`config.mk`:
```
export PLATFORM = sky130hd
export DESIGN_NAME = sst_top
export DESIGN_NICKNAME = d
export VERILOG_FILES = /design/src/core/sst_pkg.sv /design/src/core/sst_fifo2.sv /design/src/core/sst_top.sv
export VERILOG_INCLUDE_DIRS = /design/src /design/src/core
export SDC_FILE = /design/constraint.sdc
export NUM_CORES = 1
export LEC_CHECK = 0
export ABC_AREA = 0
export ABC_CLOCK_PERIOD_IN_PS = 3100
export BUFFER_PORTS_ARGS = -buffer_cell sky130_fd_sc_hd__buf_2
export CELL_PAD_IN_SITES_DETAIL_PLACEMENT = 0
export CELL_PAD_IN_SITES_GLOBAL_PLACEMENT = 1
export CORE_MARGIN = 8
export CORE_UTILIZATION = 42
export CTS_CLUSTER_DIAMETER = 100
export CTS_CLUSTER_SIZE = 12
export DETAILED_ROUTE_END_ITERATION = 16
export GPL_TIMING_DRIVEN = 0
export PLACE_DENSITY = 0.87
export SLEW_MARGIN = 15
export SYNTH_ARGS = -nofsm -noshare
export SYNTH_HDL_FRONTEND = slang
export SYNTH_SLANG_ARGS = --single-unit
```
`constraint.sdc`:
```
create_clock -name aclk -period 3.1 [get_ports aclk]
set_input_delay 0.155 -clock aclk [delete_from_list [all_inputs] [get_ports aclk]]
set_output_delay 0.155 -clock aclk [all_outputs]
set_load 0.01 [all_outputs]
```
`src/core/sst_params.svh`:
```
// constants for the synchronous serial transmitter: offsets, fields, resets, rates
// assumes a 32-bit AXI4-Lite register window of four words
`ifndef SST_PARAMS_SVH
`define SST_PARAMS_SVH

// ===========================================================
// register byte offsets
`define SST_OFF_CTRL 8'h00
`define SST_OFF_FILL 8'h04
`define SST_OFF_DATA 8'h08
`define SST_OFF_STAT 8'h0C
`define SST_ADDR_W 8

// ===========================================================
// field positions
`define SST_CTRL_W 10
`define SST_STAT_HOLD_EMPTY 0
`define SST_STAT_FILL_SENT 1
`define SST_STAT_FIFO_FULL 2
`define SST_STAT_LAST_BIT_N 3
`define SST_CMD_FLAG_RESET 0
`define SST_CMD_MASTER_RESET 1

// ===========================================================
// reset values
`define SST_CTRL_RESET 10'h000
`define SST_FILL_RESET 8'h00

// ===========================================================
// clock rate codes and divider terminal counts
`define SST_RATE_1X 2'b00
`define SST_RATE_16X 2'b01
`define SST_RATE_32X 2'b10
`define SST_RATE_64X 2'b11
`define SST_DIV_MAX_1X 6'h00
`define SST_DIV_MAX_16X 6'h0F
`define SST_DIV_MAX_32X 6'h1F
`define SST_DIV_MAX_64X 6'h3F
`define SST_MIN_BITS 4'h5

// ===========================================================
// axi responses
`define SST_RESP_OKAY 2'b00
`define SST_RESP_SLVERR 2'b10

`endif

```
`src/core/sst_pkg.sv`:
```
// types shared by the synchronous serial transmitter files
// assumes sst_params.svh supplies the numeric constants
package sst_pkg;

	// ===========================================================
	// control word as held in the control register
	typedef struct packed {
		logic chip_disable;
		logic control_load_strobe_n;
		logic [1:0] word_length_select;
		logic [1:0] operating_mode_select;
		logic [1:0] clock_rate_select;
		logic even_parity_select;
		logic parity_inhibit;
	} sst_ctrl_t;

	// ===========================================================
	// transmitter sequencing
	typedef enum logic [0:0] {
		SST_ST_START = 1'b0,
		SST_ST_RUN = 1'b1
	} sst_state_t;

endpackage

```
`src/core/sst_fifo2.sv`:
```
// two-entry buffer with valid/ready on both sides
// assumes one clock and a synchronous active-high flush
module sst_fifo2 (
	// clock and flush
	input wire logic clk,
	input wire logic rst,
	// fill side
	input wire logic in_valid,
	output logic in_ready,
	input wire logic [7:0] in_data,
	// drain side
	output logic out_valid,
	input wire logic out_ready,
	output logic [7:0] out_data
);
	logic [7:0] mem_reg [2];
	logic wr_ptr_reg;
	logic rd_ptr_reg;
	logic [1:0] count_reg;
	logic push;
	logic pop;

	assign in_ready = (count_reg != 2'h2);
	assign out_valid = (count_reg != 2'h0);
	assign out_data = mem_reg[rd_ptr_reg];
	assign push = in_valid && in_ready;
	assign pop = out_valid && out_ready;

	always_ff @(posedge clk) begin
		if (push) begin
			mem_reg[wr_ptr_reg] <= in_data;
		end
	end

	always_ff @(posedge clk) begin
		if (rst) begin
			wr_ptr_reg <= 1'b0;
			rd_ptr_reg <= 1'b0;
			count_reg <= 2'h0;
		end else begin
			if (push) begin
				wr_ptr_reg <= ~wr_ptr_reg;
			end
			if (pop) begin
				rd_ptr_reg <= ~rd_ptr_reg;
			end
			if (push && !pop) begin
				count_reg <= count_reg + 2'h1;
			end else if (pop && !push) begin
				count_reg <= count_reg - 2'h1;
			end
		end
	end
endmodule

```
`src/core/sst_top.sv`:
```
// synchronous serial transmitter with AXI4-Lite register access
// assumes shift_clock comes from outside and is slower than aclk / 4
//
// Summary of operation
// characters of 5 to 8 bits plus optional parity, back to back, no framing
// fill character goes out whenever no new character is ready
// one holding register with an empty flag gives a full character time
// shift load takes holding register when loaded, else the fill register
// writing the fill register captures the fill character
// parity inhibit gives none; otherwise even select high even, low odd
// parity bit follows the last data bit with no gap
// control latches follow their inputs while the load strobe is low
// a master reset forces the transmitter into its initial state
// chip disable low enables parity and control inputs
// only synchronous mode is built; mode select is stored only
// rate select 00,01,10,11 gives 1x,16x,32x,64x clocks per bit
// rising shift clock edge moves the data and times everything
// flag sets when fill sent for lack of data at last bit centre; at 1x the code judges as the last bit starts
// holding empty rises on transfer to shifter, falls on load
// word length 00..11 gives 5..8 bits; upper data bits ignored
// master reset clears fill flag, sets holding empty, next char is fill
//
// Register access over AXI4-Lite and the placing of the registers were decided locally.
`include "sst_params.svh"

module sst_top import sst_pkg::*; (
	// clock and reset
	input wire logic aclk,
	input wire logic aresetn,
	// axi write address
	input wire logic awvalid,
	output logic awready,
	input wire logic [`SST_ADDR_W-1:0] awaddr,
	input wire logic [2:0] awprot,
	// axi write data
	input wire logic wvalid,
	output logic wready,
	input wire logic [31:0] wdata,
	input wire logic [3:0] wstrb,
	// axi write response
	output logic bvalid,
	input wire logic bready,
	output logic [1:0] bresp,
	// axi read address
	input wire logic arvalid,
	output logic arready,
	input wire logic [`SST_ADDR_W-1:0] araddr,
	input wire logic [2:0] arprot,
	// axi read data
	output logic rvalid,
	input wire logic rready,
	output logic [31:0] rdata,
	output logic [1:0] rresp,
	// serial link
	input wire logic shift_clock,
	output logic serial_out,
	output logic bit_clock_out,
	output logic last_bit_marker_n,
	// status flags
	output logic holding_empty_flag,
	output logic fill_sent_flag
);
	// ===========================================================
	// declarations
	logic awready_reg, wready_reg, bvalid_reg, arready_reg, rvalid_reg;
	logic aw_have_reg, w_have_reg;
	logic [`SST_ADDR_W-1:0] awaddr_reg;
	logic [31:0] wdata_reg;
	logic [3:0] wstrb_reg;
	logic [1:0] bresp_reg, rresp_reg;
	logic [31:0] rdata_reg, rdata_next;
	logic wr_fire, wr_done, data_wr, wr_ctrl, wr_fill, wr_stat;
	logic sel_ctrl, sel_fill, sel_data, sel_stat, wr_mapped;
	sst_ctrl_t ctrl_reg, ctrl_eff_reg, ctrl_next;
	logic [7:0] fill_reg;
	logic mr_pulse_reg, rst_int;
	logic fifo_in_ready, fifo_out_valid, fifo_out_ready;
	logic [7:0] fifo_out_data;
	logic holding_full_reg, holding_empty_reg;
	logic [7:0] holding_data_reg;
	logic fill_sent_reg, flag_clr;
	logic sck_meta_reg, sck_sync_reg, sck_prev_reg, tick;
	sst_state_t state_reg;
	logic [5:0] div_cnt_reg, div_max;
	logic [3:0] bit_cnt_reg, nd, last_idx;
	logic [8:0] frame_reg, frame_new;
	logic [7:0] char_sel, char_mask;
	logic take_hold_reg, par_en, par_bit, boundary, center, rate_1x;
	logic serial_out_reg, bit_clock_reg, last_bit_n_reg;

	// ===========================================================
	// address decode
	assign sel_ctrl = (awaddr_reg & 8'hFC) == `SST_OFF_CTRL;
	assign sel_fill = (awaddr_reg & 8'hFC) == `SST_OFF_FILL;
	assign sel_data = (awaddr_reg & 8'hFC) == `SST_OFF_DATA;
	assign sel_stat = (awaddr_reg & 8'hFC) == `SST_OFF_STAT;
	assign wr_mapped = sel_ctrl || sel_fill || sel_data || sel_stat;
	assign wr_fire = aw_have_reg && w_have_reg && !bvalid_reg;
	// data write waits for room in the buffer
	assign data_wr = wr_fire && sel_data && wstrb_reg[0];
	assign wr_done = wr_fire && (!data_wr || fifo_in_ready);
	assign wr_ctrl = wr_done && sel_ctrl;
	assign wr_fill = wr_done && sel_fill && wstrb_reg[0];
	assign wr_stat = wr_done && sel_stat && wstrb_reg[0];

	// ===========================================================
	// write address channel
	always_ff @(posedge aclk) begin
		if (!aresetn) begin
			awready_reg <= 1'b1;
			aw_have_reg <= 1'b0;
			awaddr_reg <= '0;
		end else if (awvalid && awready_reg) begin
			awready_reg <= 1'b0;
			aw_have_reg <= 1'b1;
			awaddr_reg <= awaddr;
		end else if (bvalid_reg && bready) begin
			awready_reg <= 1'b1;
			aw_have_reg <= 1'b0;
		end
	end

	// ===========================================================
	// write data channel
	always_ff @(posedge aclk) begin
		if (!aresetn) begin
			wready_reg <= 1'b1;
			w_have_reg <= 1'b0;
			wdata_reg <= '0;
			wstrb_reg <= '0;
		end else if (wvalid && wready_reg) begin
			wready_reg <= 1'b0;
			w_have_reg <= 1'b1;
			wdata_reg <= wdata;
			wstrb_reg <= wstrb;
		end else if (bvalid_reg && bready) begin
			wready_reg <= 1'b1;
			w_have_reg <= 1'b0;
		end
	end

	// ===========================================================
	// write response channel
	always_ff @(posedge aclk) begin
		if (!aresetn) begin
			bvalid_reg <= 1'b0;
			bresp_reg <= `SST_RESP_OKAY;
		end else if (wr_done) begin
			bvalid_reg <= 1'b1;
			bresp_reg <= wr_mapped ? `SST_RESP_OKAY : `SST_RESP_SLVERR;
		end else if (bvalid_reg && bready) begin
			bvalid_reg <= 1'b0;
		end
	end

	// ===========================================================
	// read channels
	always_comb begin
		rdata_next = 32'h0000_0000;
		case (araddr & 8'hFC)
			`SST_OFF_CTRL: rdata_next[`SST_CTRL_W-1:0] = ctrl_reg;
			`SST_OFF_FILL: rdata_next[7:0] = fill_reg;
			`SST_OFF_DATA: rdata_next[7:0] = holding_data_reg;
			`SST_OFF_STAT: begin
				rdata_next[`SST_STAT_HOLD_EMPTY] = !holding_full_reg;
				rdata_next[`SST_STAT_FILL_SENT] = fill_sent_reg;
				rdata_next[`SST_STAT_FIFO_FULL] = !fifo_in_ready;
				rdata_next[`SST_STAT_LAST_BIT_N] = last_bit_n_reg;
			end
			default: rdata_next = 32'h0000_0000;
		endcase
	end

	always_ff @(posedge aclk) begin
		if (!aresetn) begin
			arready_reg <= 1'b1;
			rvalid_reg <= 1'b0;
			rdata_reg <= '0;
			rresp_reg <= `SST_RESP_OKAY;
		end else if (arvalid && arready_reg) begin
			arready_reg <= 1'b0;
			rvalid_reg <= 1'b1;
			rdata_reg <= rdata_next;
			rresp_reg <= ((araddr & 8'hF0) == 8'h00) ? `SST_RESP_OKAY : `SST_RESP_SLVERR;
		end else if (rvalid_reg && rready) begin
			arready_reg <= 1'b1;
			rvalid_reg <= 1'b0;
		end
	end

	// ===========================================================
	// control register and its transparent latch copy
	always_comb begin
		ctrl_next = ctrl_reg;
		if (wstrb_reg[0]) begin
			ctrl_next[7:0] = wdata_reg[7:0];
		end
		if (wstrb_reg[1]) begin
			ctrl_next[9:8] = wdata_reg[9:8];
		end
	end

	always_ff @(posedge aclk) begin
		if (!aresetn) begin
			ctrl_reg <= `SST_CTRL_RESET;
		end else if (wr_ctrl) begin
			ctrl_reg <= ctrl_next;
		end
	end

	// mode select is kept but only synchronous operation exists   // see
	always_ff @(posedge aclk) begin
		if (!aresetn) begin
			ctrl_eff_reg <= `SST_CTRL_RESET;
		end else if (!ctrl_reg.control_load_strobe_n && !ctrl_reg.chip_disable) begin
			ctrl_eff_reg <= ctrl_reg; // see
		end
	end

	// ===========================================================
	// master reset command and fill register
	always_ff @(posedge aclk) begin
		if (!aresetn) begin
			mr_pulse_reg <= 1'b0;
		end else begin
			mr_pulse_reg <= wr_stat && wdata_reg[`SST_CMD_MASTER_RESET];
		end
	end
	assign rst_int = !aresetn || mr_pulse_reg;

	always_ff @(posedge aclk) begin
		if (!aresetn) begin
			fill_reg <= `SST_FILL_RESET;
		end else if (wr_fill) begin
			fill_reg <= wdata_reg[7:0];
		end
	end

	// ===========================================================
	// data buffer ahead of the holding register
	sst_fifo2 u_fifo (
		.clk(aclk),
		.rst(rst_int),
		.in_valid(data_wr),
		.in_ready(fifo_in_ready),
		.in_data(wdata_reg[7:0]),
		.out_valid(fifo_out_valid),
		.out_ready(fifo_out_ready),
		.out_data(fifo_out_data)
	);
	assign fifo_out_ready = !holding_full_reg;

	// ===========================================================
	// link clock synchroniser and edge detect
	always_ff @(posedge aclk) begin
		if (!aresetn) begin
			sck_meta_reg <= 1'b0;
			sck_sync_reg <= 1'b0;
			sck_prev_reg <= 1'b0;
		end else begin
			sck_meta_reg <= shift_clock;
			sck_sync_reg <= sck_meta_reg;
			sck_prev_reg <= sck_sync_reg;
		end
	end
	assign tick = sck_sync_reg && !sck_prev_reg;

	// ===========================================================
	// character format
	always_comb begin
		case (ctrl_eff_reg.clock_rate_select)
			`SST_RATE_1X: div_max = `SST_DIV_MAX_1X;
			`SST_RATE_16X: div_max = `SST_DIV_MAX_16X;
			`SST_RATE_32X: div_max = `SST_DIV_MAX_32X;
			`SST_RATE_64X: div_max = `SST_DIV_MAX_64X;
			default: div_max = `SST_DIV_MAX_1X;
		endcase
	end
	assign rate_1x = (div_max == `SST_DIV_MAX_1X);
	assign boundary = tick && (div_cnt_reg == div_max);
	assign center = tick && (rate_1x || div_cnt_reg == (div_max >> 1));

	assign nd = `SST_MIN_BITS + {2'b00, ctrl_eff_reg.word_length_select};
	assign par_en = !ctrl_eff_reg.parity_inhibit;
	assign last_idx = nd - 4'h1 + {3'b000, par_en};
	assign char_sel = take_hold_reg ? holding_data_reg : fill_reg; // see
	// even: parity equals xor of data; odd: inverted
	assign par_bit = (^(char_sel & char_mask)) ^ !ctrl_eff_reg.even_parity_select;

	genvar gi;
	generate
		for (gi = 0; gi < 9; gi++) begin : g_frame
			if (gi < 8) begin : g_mask
				assign char_mask[gi] = (gi < nd);
			end
			// parity sits right after the last data bit  // see
			assign frame_new[gi] = (gi < nd) ? ((gi < 8) ? char_sel[gi % 8] : 1'b0) :
				((gi == nd) && par_en && par_bit);
		end
	endgenerate

	// ===========================================================
	// holding register and its empty flag
	always_ff @(posedge aclk) begin
		if (rst_int) begin
			holding_full_reg <= 1'b0;
			holding_empty_reg <= 1'b1;
			holding_data_reg <= 8'h00;
		end else if (fifo_out_valid && fifo_out_ready) begin
			holding_full_reg <= 1'b1;
			holding_empty_reg <= 1'b0;
			holding_data_reg <= fifo_out_data;
		end else if (boundary && state_reg == SST_ST_RUN && bit_cnt_reg == last_idx &&
				take_hold_reg) begin
			holding_full_reg <= 1'b0; // see
			holding_empty_reg <= 1'b1;
		end
	end

	// ===========================================================
	// fill-sent flag; a set in the clearing cycle wins
	assign flag_clr = wr_stat && wdata_reg[`SST_CMD_FLAG_RESET];
	always_ff @(posedge aclk) begin
		if (rst_int) begin
			fill_sent_reg <= 1'b0;
		end else if (boundary && (state_reg == SST_ST_START || bit_cnt_reg == last_idx) &&
				!take_hold_reg) begin
			fill_sent_reg <= 1'b1;
		end else if (flag_clr) begin
			fill_sent_reg <= 1'b0;
		end
	end

	// ===========================================================
	// shifter, divider and line outputs
	always_ff @(posedge aclk) begin
		if (rst_int) begin
			state_reg <= SST_ST_START;
			div_cnt_reg <= 6'h00;
			bit_cnt_reg <= 4'h0;
			frame_reg <= 9'h000;
			take_hold_reg <= 1'b0;
			serial_out_reg <= 1'b1;
			bit_clock_reg <= 1'b0;
			last_bit_n_reg <= 1'b1;
		end else begin
			if (tick) begin
				div_cnt_reg <= (div_cnt_reg == div_max) ? 6'h00 : div_cnt_reg + 6'h01;
			end
			// decide the next source at the centre of the last bit
			// at 1x centre and boundary share a tick: decide as the last bit starts
			if (center && state_reg == SST_ST_RUN &&
					(rate_1x ? (bit_cnt_reg + 4'h1 == last_idx) : (bit_cnt_reg == last_idx))) begin
				take_hold_reg <= holding_full_reg; // see
			end
			if (rate_1x) begin
				bit_clock_reg <= sck_sync_reg;
			end else if (center) begin
				bit_clock_reg <= 1'b0;
			end else if (boundary) begin
				bit_clock_reg <= 1'b1;
			end
			if (boundary) begin
				case (state_reg)
					SST_ST_START, SST_ST_RUN: begin
						if (state_reg == SST_ST_START || bit_cnt_reg == last_idx) begin
							// back to back load, no framing bits   // see
							state_reg <= SST_ST_RUN;
							frame_reg <= frame_new;
							serial_out_reg <= frame_new[0];
							bit_cnt_reg <= 4'h0;
							last_bit_n_reg <= (last_idx != 4'h0);
						end else begin
							serial_out_reg <= frame_reg[bit_cnt_reg + 4'h1];
							bit_cnt_reg <= bit_cnt_reg + 4'h1;
							last_bit_n_reg <= (bit_cnt_reg + 4'h1 != last_idx);
						end
					end
					default: state_reg <= SST_ST_START;
				endcase
			end
		end
	end

	// ===========================================================
	// outputs
	assign awready = awready_reg;
	assign wready = wready_reg;
	assign bvalid = bvalid_reg;
	assign bresp = bresp_reg;
	assign arready = arready_reg;
	assign rvalid = rvalid_reg;
	assign rdata = rdata_reg;
	assign rresp = rresp_reg;
	assign serial_out = serial_out_reg;
	assign bit_clock_out = bit_clock_reg;
	assign last_bit_marker_n = last_bit_n_reg;
	assign holding_empty_flag = holding_empty_reg;
	assign fill_sent_flag = fill_sent_reg;
endmodule

```
Yosys cells after proc, flatten, opt, wreduce, memory -nomap -nowiden. Memories as Yosys holds them, arrays and structs flattened. A register that Yosys moved wholly into a read port is not among the register bits. Index checks and enable logic that the tools add are counted.

Register bits after elaboration: 100. Bits in writable memories: 16. Output and inout bits: 46. Word-level logic and storage cells: 226. Memories kept: 1.

Add/sub/neg operators: 7. Order comparisons: 10. Eq/ne operators: 23. Mux-type cells: 47. Bitwise operators: 5. Reductions and logical operators: 90.

Memories: u_fifo.mem_reg (words 2, width 8, read ports 1, clocked after memory_dff 1, write ports 1, line sst_fifo2.sv:16) `logic [7:0] mem_reg [2];`.

Operator list (count): 1-bit logical AND (50); 1-bit two-way mux (35); 6-bit by 2-bit == test with 1-bit output, second input constant (4); 8-bit zero test (3); 6-bit one-hot mux with 4 select lines (1); 3-bit by 4-bit == test with 1-bit output, first input constant (4); 3-bit by 4-bit less-than comparator with 1-bit output, first input constant (4); 4-bit one-hot mux with 4 select lines (1); 2-bit nonzero test (8); 1-bit zero test (13); 6-bit by 1-bit == test with 1-bit output, second input constant (2); 4-bit one-hot mux with 3 select lines (1); 2-bit two-way mux (5); 8-bit bitwise AND (1); 2-bit by 4-bit == test with 1-bit output, first input constant (2); 4-bit == test (2); 1-bit by 4-bit less-than comparator with 1-bit output, first input constant (2); 2-bit by 4-bit less-than comparator with 1-bit output, first input constant (2); 8-bit two-way mux (1); 8-bit XOR reduction (1); 1-bit logical OR (7); 6-bit by 1-bit adder with 6-bit output, second input constant (1); 6-bit by 5-bit == test with 1-bit output (1); 6-bit == test (1); other kinds (25) (30).

Longest topological paths before layout. Gate-level depths: netlist (run 1).

Depth in word-level cells: 12. Mapped depth: 11. Mapped depth without buffers: 10.

Modules after synthesis. A second synthesis (run 1) with hierarchy kept.

Cell total of the unflattened synthesis: 583. Area, all modules: 5622.9 µm².

Modules (own cells, without submodules): sst_top (times used 1, cells an instance 534, area an instance 4824.6 µm², seq. area each 2001.9 µm²); sst_fifo2 (times used 1, cells an instance 49, area an instance 798.3 µm², seq. area each 580.6 µm²).

Worst setup path after synthesis (run 1). No wires, ideal clock.

Path type: flip-flop to flip-flop. Start point: register ctrl_eff_reg[6] (netlist bit). End point: register frame_reg[5]. Setup time: 119 ps. Arrival: 2209 ps. Slack: 772 ps. Stages on the path, launching flop included: 12. Clock period less this slack: 2328 ps. Cell sequence: dfxtp_1 inv_1 ha_1 inv_1 ha_1 xnor2_1 nor3_1 a31o_2 a21boi_1 buf_2 nor2_1 o221a_1.

Longest elaborated chain between the ends: 7. Elaborated cells on any way between the ends: 21. Those cells by class: add/sub: 3; order compare: 8; eq/ne: 2; mux: 1; bitwise: 2; reduce/logical: 5.

RTL lines: start: declaration (line sst_top.sv:74) `sst_ctrl_t ctrl_reg, ctrl_eff_reg, ctrl_next;`; start signal: assignment (line sst_top.sv:214) `` ctrl_eff_reg <= `SST_CTRL_RESET; ``; start signal: assignment (line sst_top.sv:216) `ctrl_eff_reg <= ctrl_reg;`; 3-bit by 2-bit adder with 4-bit output (no line) (*); parallel branches: the longest is 6 deep, another holds 4-bit by 1-bit subtractor with 4-bit output; end signal: assignment (line sst_top.sv:369) `frame_reg <= frame_new;`; end: declaration (line sst_top.sv:86) `logic [8:0] frame_reg, frame_new;`.

Mark *: on every way between the ends. A chain may end at the register's enable or synchronous reset.

Final worst setup path (run 1).
Start point: register awaddr_reg[7]. End point: memory u_fifo.mem_reg[0][1], enable pin.

Longest elaborated chain between the ends: 6.

RTL lines: start: declaration (line sst_top.sv:67) `` logic [`SST_ADDR_W-1:0] awaddr_reg; ``; start signal: assignment (line sst_top.sv:116) `awaddr_reg <= awaddr;`; 6-bit by 2-bit == test with 1-bit output (no line); 1-bit logical AND (2 in series) (line sst_top.sv:100) `assign data_wr = wr_fire && sel_data && wstrb_reg[0];`; 1-bit logical AND (line sst_fifo2.sv:26) `assign push = in_valid && in_ready;`; net u_fifo.push (line sst_fifo2.sv:20) `logic push;`; 1-bit two-way mux (line sst_fifo2.sv:30) `if (push) begin`; 1-bit two-way mux (not written as such) (line sst_fifo2.sv:31) `mem_reg[wr_ptr_reg] <= in_data;`; end: declaration (line sst_fifo2.sv:16).

The timed path passes the listed nets, and every way through them passes these cells.

==> results of run 1 <==
-- path summary, 6_finish.rpt --
check | start | endpoint | slack, ps | depth (start not counted)
worst max-delay path | awaddr_reg[7]$_SDFFE_PN0P_ | u_fifo.mem_reg[0][1]$_DFFE_PP_ | 290 | 4
worst min-delay path | wdata[6] | wdata_reg[6]$_SDFFE_PN0P_ | 1 | 3
worst max register to register | awaddr_reg[7]$_SDFFE_PN0P_ | u_fifo.mem_reg[0][1]$_DFFE_PP_ | 290 | 4
worst min register to register | sck_meta_reg$_SDFF_PN0_ | sck_sync_reg$_SDFF_PN0_ | 440 | 1
-- cell usage in the layout (no fill, tap or decap), drive strengths merged, types with 14 or more instances in the layout --
master / count
buf: 82
nand2: 78
dfxtp: 104
nor2b: 29
mux2i: 33
edfxtp: 16
xnor2: 14
a21oi: 22
conb: 24
nor2: 35
clkbuf: 46
o21ai: 23
a21boi: 35
-- power breakdown --
| group | leakage (nW) | internal [W] | switching (W) |
|---|---|---|---|
| combinational | 1.38 | 0.000203 | 0.000253 |
| clock | 0.312 | 0.00143 | 0.000676 |
| sequential | 0.994 | 0.00166 | 0.0000881 |
-- layer usage --
metal / global-route usage / wire length [um] / vias to the layer above
li1: - / - / 2224
met1: 0.184 / 5930 / 2100
met2: 0.279 / 6910 / 133
met3: 0.0404 / 717 / 19
met4: 0.0466 / 206 / 0
met5: 0 / 0 / -
-- cell families after synthesis --
family / count (synthesis)
other: 1
buffers and inverters: 58
muxes: 41
and+or+nand+nor: 206
xor gates and xnor gates: 29
adders and majority gates: 11
AOI/OAI and AO/OA: 120
DFF: 120
-- worst max-delay path: cells and delay by family, from the launching register on --
kind,cells,cell delay [ps]
simple gates,4,2120
flops,1,320
-- repair_timing --
action	CTS	global route
hold endpoints to repair	8	0
hold buffers	8	0
setup endpoints to repair	0	0
-- metrics by stage --
stage           util  setup slack [ps]  hold WS [ps]  area [um2]  power, W
3_5_place_dp   0.471               230           366        6210   0.00223
6_report       0.525               294          1.03        6930   0.00432
5_1_grt        0.525              78.7          2.53        6930   0.00447
4_1_cts        0.525               218         0.348        6930   0.00434
3_3_place_gp   0.471               308           369        6210   0.00221
2_1_floorplan      -               772           282        5720   0.00208
-- layout make-up --
cell class | count | share of cell area
buffer | 50 | 0.0432
multi-input combinational | 431 | 0.409
sequential | 120 | 0.370
timing repair buffer | 61 | 0.0498
inverter | 8 | 0.00433
tap | 176 | 0.0318
clock buffer | 25 | 0.0715
clock inverter | 7 | 0.0206
==> flow_summary_export.csv, run 1 <==
group,metric,value,unit
yosys,ys_warn_count,0,
yosys,ys_seq_elements,120,
cts,cts_made_buffers,17,
cts,cts_sinks,120,
sta,finalCritPeriodShare,0.905,
floorplanning,die_w,132,um
cts,cts_root_buf,"clkbuf_16",
job,cap_violations,0,
drt,wl_per_cell,15.7,um
drt,drc,0,
yosys,netlist_area,0.00564,mm2
sta,fin_crit,2810,ps
final_layout,regArea,0.00256,mm2
global_route,grt_remaining_overflow,0,
yosys,synth_commonest_cells,"dfxtp_1 (104), nand2_1 (78), nor2_1 (35)",
yosys,synth-simple-area-share,0.182,
placement,dp_hpwl,10.3,mm
sta,skew,7.06,ps
floorplanning,start_util,0.427,
global_route,grt_pass1_vias,4595,
final_layout,stdcell_count,878,
sta,worst_pin_slew,1050,ps
cts,clk_pin_slew,50,ps
yosys,yosysUniqueCellTypes,59,
final_layout,multiInputGateArea,0.00283,mm2
sta,slew-limit-headroom,0.293,
yosys,synth_cells,586,
hold_path,hold_path.class,"in2reg",
yosys,synth_top_cell_by_area,"dfxtp_1",
cts,postCtsSetupBuffers,0,
sta,finalSetupViolations,0,
floorplanning,pin_count,112,
pwr,ir_drop,0.000380,V
worst_setup_path,cp_slowest_cell,"nor4_1",
yosys,syn_avg_cell_area,9.62,um2
drt,first_pass_iters,5,
worst_setup_path,worstPathArrival,2840,ps
yosys,synth-xor-area-share,0.0502,
yosys,synth_compound_area_frac,0.143,
pwr,leakagePower,2.69,nW
floorplanning,rows,42,
placement,dp.cells,838,
final_layout,fin_nets,766,
cts,cts_tree,"yes",
sta,tns,0,ps
cts,clk_latency,400,ps
yosys,synth_top_family_by_area,"simple AND/OR/NAND/NOR gates",
cts,cts-resized-gates,0,
yosys,synth_area_leaders,"dfxtp_1 (37%), edfxtp_1 (8.5%), mux2i_1 (5.7%)",
sta,final_hold_viol_count,0,
sta,rsz0062_at_grt,"no",
floorplanning,die-area,0.0174,mm2
final_layout,num-fill-cells,1202,
sta,max_freq,356,MHz
floorplanning,die_h,132,um
placement,gp_congestion,0.805,
yosys,ys.flop_type,"dfxtp_1",
worst_setup_path,crit_path_end_kind,"flop",
yosys,yosys.area.top_type_share,0.369,
global_route,grt_usage,0.158,
yosys,synth_mux_area_frac,0.0872,
worst_setup_path,crit_path_start_kind,"flop",
floorplanning,core,0.0132,mm2
drt,vias,4476,
yosys,synth-edff-count,16,
drt,totalWireLength,13.8,mm
worst_setup_path,critPathMaxStageDelay,870,ps
global_route,antenna_found_initial,0,
global_route,grt_pass1_wl,22.6,mm
yosys,yosysMostFrequentCell,"dfxtp_1",
worst_setup_path,path_max_fanout,8,
pwr,power_density,623,mW/mm2
worst_setup_path,crit_type,"reg2reg",
status,status,"completed",
yosys,ys_seq_area_frac,0.455,
global_route,grt_start_max_net_pins,17,
worst_setup_path,cp_data_required_time,3140,ps
yosys,ys_async_sr_fraction,0,
yosys,yosys.area_share.adder,0.0244,
final_layout,antenna_cells,0,
cts,htree_levels,4,
drt,drtAntennaViolNets,0,
worst_setup_path,path_cells,"nor4_2 > nand2_1 > nor4_1 > nor2b_1",
drt,drtIter0Drc,251,
final_layout,drive_above_1_share,0.181,
final_layout,area_delta_synth_final,22.9,%
cts,cts.path.max_buffers,2,
sta,slew_viol_final,0,
drt,viasPerCell,5.10,
placement,port_buffers,53,
final_layout,largest_reg_flops,16,
Note: power is estimated with default switching activity, not from simulation.
==> run 2: changes to the inputs <==
==> constraint.sdc (replaced) <==
create_clock -name aclk -period 3.1 [get_ports aclk]
set_input_delay 0.775 -clock aclk [delete_from_list [all_inputs] [get_ports aclk]]
set_output_delay 0.775 -clock aclk [all_outputs]
set_load 0.01 [all_outputs]
==> run 2 against run 1 <==
  * Critical endpoint unchanged
  * Global-route usage barely moved
  * Clock power barely moved
  * Combinational power fell by 2%
==> flow_summary_export.csv, run 2 (synthesis results as in run 1) <==
group,metric,value,unit
status,status,"completed",
global_route,grt_pass1_vias,4574,
worst_setup_path,worstPathArrival,2870,ps
cts,cts_tree,"yes",
floorplanning,pin_count,112,
sta,finalCritPeriodShare,0.914,
sta,final_hold_viol_count,0,
sta,skew,7.67,ps
final_layout,final_common_cell,"dfxtp_1",
placement,placed_cell_area,0.00621,mm2
final_layout,num-fill-cells,1209,
worst_setup_path,path_cells,"nor4_2 > nand2_1 > nor4_1 > nor2b_1",
floorplanning,rows,42,
worst_setup_path,r2r_end,"u_fifo.mem_reg[0][1]$_DFFE_PP_",
drt,vias,4418,
hold_path,holdPathEnd,"sck_sync_reg$_SDFF_PN0_",
pwr,p_sw,0.00102,W
drt,drtAntennaViolNets,0,
floorplanning,die_w,132,um
drt,drc,0,
pwr,power_density,629,mW/mm2
worst_setup_path,crit_path_end_kind,"flop",
worst_setup_path,reg2reg_slack,270,ps
drt,drtIter0Drc,285,
placement,dp_hpwl,10.3,mm
hold_path,hp-start,"sck_meta_reg$_SDFF_PN0_",
sta,rsz0062_at_grt,"no",
floorplanning,core,0.0132,mm2
worst_setup_path,ff2ff_path_depth,4,
worst_setup_path,critPathMaxStageDelay,890,ps
floorplanning,start_util,0.427,
pwr,p_sw_frac,0.236,
worst_setup_path,crit_type,"reg2reg",
floorplanning,die-area,0.0174,mm2
cts,cts_made_buffers,17,
pwr,pwr-share-comb,0.104,
worst_setup_path,crit_path_start_kind,"flop",
final_layout,antenna_cells,0,
final_layout,area_delta_synth_final,21.5,%
worst_setup_path,cp_data_required_time,3140,ps
drt,viasPerCell,5.08,
job,cap_violations,0,
cts,cts_hold_buffers,0,
final_layout,final_design_area_no_fill,0.00685,mm2
sta,max_freq,353,MHz
cts,postCtsSetupBuffers,0,
cts,clk_latency,410,ps
drt,wl_per_cell,15.7,um
drt,totalWireLength,13.7,mm
sta,hold_slack,435,ps
sta,tns,0,ps
pwr,ir_drop,0.000380,V
global_route,grt_remaining_overflow,0,
cts,cts_root_buf,"clkbuf_16",
final_layout,fin_nets,758,
pwr,leakagePower,2.66,nW
final_layout,largest_reg_flops,16,
cts,cts-resized-gates,0,
sta,worst_pin_slew,1080,ps
pwr,seqPwrFrac,0.407,
sta,finalSetupViolations,0,
global_route,grt_pass1_wl,22.5,mm
final_layout,regArea,0.00256,mm2
pwr,p_clk_frac,0.489,
placement,port_buffers,53,
cts,cts_sinks,120,
drt,first_pass_iters,5,
cts,cts.path.max_buffers,2,
hold_path,hold_path.class,"reg2reg",
cts,htree_levels,4,
pwr,p_int,0.00329,W
cts,clk_pin_slew,50,ps
placement,gp_congestion,0.805,
final_layout,mostFrequentLayoutCells,"dfxtp_1 (104), nand2_1 (78), buf_2 (55)",
worst_setup_path,cp_slowest_cell,"nor4_1",
global_route,antenna_found_initial,0,
worst_setup_path,crit-reg2reg-launch,"awaddr_reg[7]$_SDFFE_PN0P_",
sta,fin_crit,2830,ps
global_route,grt_usage,0.158,
worst_setup_path,critPathTopFamily,"simple AND/OR/NAND/NOR gates",
final_layout,drive_above_1_share,0.183,
global_route,grt_start_max_net_pins,17,
hold_path,min_delay_path_depth,1,
sta,slew_viol_final,0,
final_layout,multiInputGateArea,0.00283,mm2
worst_setup_path,crit_buf_inv,0,
floorplanning,die_h,132,um
worst_setup_path,path_max_fanout,8,
sta,slew-limit-headroom,0.276,
run 2: changes by cell type in the layout (fill, tap and decap cells not counted), sizes merged:
| cell | before | now |
|---|---|---|
| dlygate4sd3 | 8 | 0 |
run 2: stage by stage:
stage	total power, W	instances	util	setup WS (ps)
2_1_floorplan	0.00208	609	-	772
3_3_place_gp	0.00221	838	0.471	308
3_5_place_dp	0.00223	838	0.471	230
4_1_cts	0.00433	870	0.519	218
5_1_grt	0.00446	870	0.519	78.7
6_report	0.00431	870	0.519	268
run 2: area by class of cell:
| type | instances | area share |
|---|---|---|
| plain buffers | 50 | 0.0437 |
| clock buffers | 25 | 0.0724 |
| clock inverters | 7 | 0.0208 |
| inverters | 8 | 0.00439 |
| multi-input cells | 431 | 0.414 |
| flip-flops and latches | 120 | 0.374 |
| well taps | 176 | 0.0322 |
| repair buffers | 53 | 0.0387 |
run 2: how the worst max path moves through the flow:
stage,startpoint,to,slack (ps),cells past startpoint
after floorplan,ctrl_eff_reg[6]$_SDFFE_PN0P_,frame_reg[5]$_SDFFE_PP0P_,770,11
final,awaddr_reg[7]$_SDFFE_PN0P_,u_fifo.mem_reg[0][1]$_DFFE_PP_,270,4
after global placement,awaddr_reg[7]$_SDFFE_PN0P_,u_fifo.mem_reg[0][6]$_DFFE_PP_,310,4
after global routing,awaddr_reg[7]$_SDFFE_PN0P_,u_fifo.mem_reg[0][1]$_DFFE_PP_,80,4
after CTS,awaddr_reg[7]$_SDFFE_PN0P_,u_fifo.mem_reg[0][1]$_DFFE_PP_,220,4
after detailed placement,awaddr_reg[7]$_SDFFE_PN0P_,u_fifo.mem_reg[0][6]$_DFFE_PP_,230,4
run 2: routing by layer:
metal,GRT usage,up-vias,routed length [um]
met3,0.0404,13,585
met1,0.184,2088,5970
li1,-,2207,-
met4,0.0466,0,201
met2,0.277,110,6940
met5,0,-,0
run 2: power by group through the flow:
stage,clock (W),sequential (W),combinational [W]
floorplan,0,0.00176,0.000325
global placement,0,0.00178,0.000434
detailed placement,0,0.00178,0.000448
CTS,0.00213,0.00175,0.000450
global route,0.00220,0.00176,0.000502
finish,0.00211,0.00175,0.000449
==> run 3: changes to the inputs <==
- BUFFER_PORTS_ARGS: -buffer_cell sky130_fd_sc_hd__buf_2 -> unset
- CORE_UTILIZATION: 42 -> 48
- DONT_BUFFER_PORTS: unset -> 1
- PLACE_DENSITY: 0.87 -> 0.86
==> run 3 against run 2 <==
  * First-iteration DRC count is 12% lower
  * Setup slack lost 100 ps
  * Combinational power is 10% lower
  * Critical path depth is 2 higher
  * Clock skew is 11 ps higher
  * Sequential power about the same
  * Routed wire length fell by 3.9%
  * Final area shrank 5.3%
  * Global-route usage is 1.6 points higher
  * Fmax fell by 3.5%
  * Total power is 4.9% lower
  * Critical endpoint is now u_fifo.count_reg[1]$_SDFFE_PP0P_
==> flow_summary_export.csv, run 3 (synthesis results as in run 1) <==
group,metric,value,unit
worst_setup_path,path_max_fanout,4,
global_route,grt_pass1_wl,22.0,mm
worst_setup_path,crit-reg2reg-launch,"awaddr_reg[7]$_SDFFE_PN0P_",
worst_setup_path,critical_path.startpoint,"awaddr_reg[7]$_SDFFE_PN0P_",
cts,cts_tree,"yes",
floorplanning,die-area,0.0155,mm2
placement,port_buffers,0,
drt,m1WireLength,5.73,mm
global_route,grt_remaining_overflow,0,
sta,slew_viol_final,0,
hold_path,hold_path.class,"reg2reg",
hold_path,hp-start,"sck_meta_reg$_SDFF_PN0_",
drt,drc,0,
cts,htree_levels,4,
sta,skew,19.1,ps
sta,worst_pin_slew,1140,ps
floorplanning,die_h,124,um
floorplanning,rows,39,
drt,totalWireLength,13.2,mm
pwr,ir_drop,0.000605,V
worst_setup_path,crit_path_start_kind,"flop",
drt,vias,4202,
worst_setup_path,crit_path_end_kind,"flop",
final_layout,area_delta_synth_final,15.0,%
drt,drtAntennaViolNets,0,
floorplanning,core,0.0114,mm2
placement,dp_slack,275,ps
sta,setup_ws,167,ps
cts,cts.path.max_buffers,2,
pwr,pwr-share-comb,0.098,
sta,max_freq,341,MHz
pwr,p_clk_frac,0.471,
pwr,power_density,632,mW/mm2
cts,clk_pin_slew,60,ps
floorplanning,die_w,124,um
drt,dr_wl_met2,6.73,mm
final_layout,antenna_cells,0,
pwr,seqPwrFrac,0.430,
cts,cts-resized-gates,0,
sta,final_hold_viol_count,0,
final_layout,drive_above_1_share,0.119,
worst_setup_path,cp_data_required_time,3430,ps
final_layout,num-fill-cells,1019,
sta,finalSetupViolations,0,
sta,finalCritPeriodShare,0.946,
cts,postCtsSetupBuffers,0,
drt,drtIter0Drc,252,
placement,dp_hpwl,9.89,mm
cts,cts_root_buf,"clkbuf_16",
sta,rsz0062_at_grt,"no",
placement,gp_congestion,0.843,
floorplanning,pin_count,112,
status,status,"completed",
sta,tns,0,ps
pwr,p_int,0.00303,W
sta,fin_crit,2930,ps
worst_setup_path,crit_type,"reg2reg",
sta,slew-limit-headroom,0.234,
global_route,grt_start_max_net_pins,17,
global_route,antenna_found_initial,0,
cts,cts_hold_buffers,0,
final_layout,mostFrequentLayoutCells,"dfxtp_1 (104), nand2_1 (78), nor2_1 (35)",
cts,cts_made_buffers,17,
pwr,p_sw,0.00107,W
drt,wl_met3,540,um
floorplanning,start_util,0.494,
final_layout,largest_reg_flops,16,
worst_setup_path,worstPathArrival,3260,ps
drt,routed.top_layer,"met4",
drt,wl_per_cell,16.8,um
pwr,leakagePower,2.40,nW
global_route,grt_usage,0.173,
drt,first_pass_iters,4,
pwr,p_sw_frac,0.261,
final_layout,fin_nets,705,
cts,cts_sinks,120,
global_route,grt_pass1_vias,4352,
cts,clk_latency,420,ps
drt,viasPerCell,5.36,
job,cap_violations,0,
final_layout,final_common_cell,"dfxtp_1",
run 3: cell count changes in the layout (fill, tap and decap cells not counted), sizes merged:
cell,delta
buf,-53
bufinv,-2
clkbuf,-6
clkinv,+3
clkinvlp,+2
inv,+3
run 3: critical path, stage by stage (launching register included):
cell and delay (ps):
dfxtp_1 320, nor4_2 450, nand2_1 130, nor4_1 930
ha_1 430, or3_1 400, a21oi_1 170
run 3: worst paths after layout:
check        cells past startpoint                                to  slack (ps)
max                              6  u_fifo.count_reg[1]$_SDFFE_PP0P_         170
min                              1           sck_sync_reg$_SDFF_PN0_         440
max reg2reg                      6  u_fifo.count_reg[1]$_SDFFE_PP0P_         170
min reg2reg                      1           sck_sync_reg$_SDFF_PN0_         440
run 3: per-stage QoR:
| stage | power [W] | cells | hold WS, ps | cell area [um2] | utilization |
|---|---|---|---|---|---|
| floorplan | 0.00208 | 609 | 412 | 5720 | - |
| global placement | 0.00218 | 752 | 427 | 5900 | 0.517 |
| detailed placement | 0.00220 | 752 | 428 | 5900 | 0.517 |
| CTS | 0.00412 | 784 | 444 | 6480 | 0.568 |
| global route | 0.00426 | 784 | 462 | 6480 | 0.568 |
| finish | 0.00410 | 784 | 440 | 6480 | 0.568 |
run 3: routing by layer:
metal  up-vias  GRT usage
li1       2108          -
met2        78      0.300
met5         -          0
met4         0     0.0673
met3        12     0.0451
met1      2004      0.200
run 3: final cells by class:
cell class | count | area (um2) | area share
Clock buffer | 19 | 433 | 0.0668
Inverter | 8 | 30.0 | 0.00463
Buffer | 50 | 299 | 0.0461
Multi-Input combinational cell | 431 | 2830 | 0.437
Sequential cell | 120 | 2560 | 0.395
Clock inverter | 13 | 149 | 0.0230
Tap cell | 143 | 179 | 0.0276
run 3: power by group through the flow:
| stage | Combinational, W | Clock [W] | Sequential [W] |
|---|---|---|---|
| floorplan | 0.000325 | 0 | 0.00176 |
| global placement | 0.000384 | 0 | 0.00179 |
| detailed placement | 0.000402 | 0 | 0.00180 |
| CTS | 0.000404 | 0.00195 | 0.00176 |
| global route | 0.000451 | 0.00203 | 0.00177 |
| finish | 0.000404 | 0.00193 | 0.00176 |
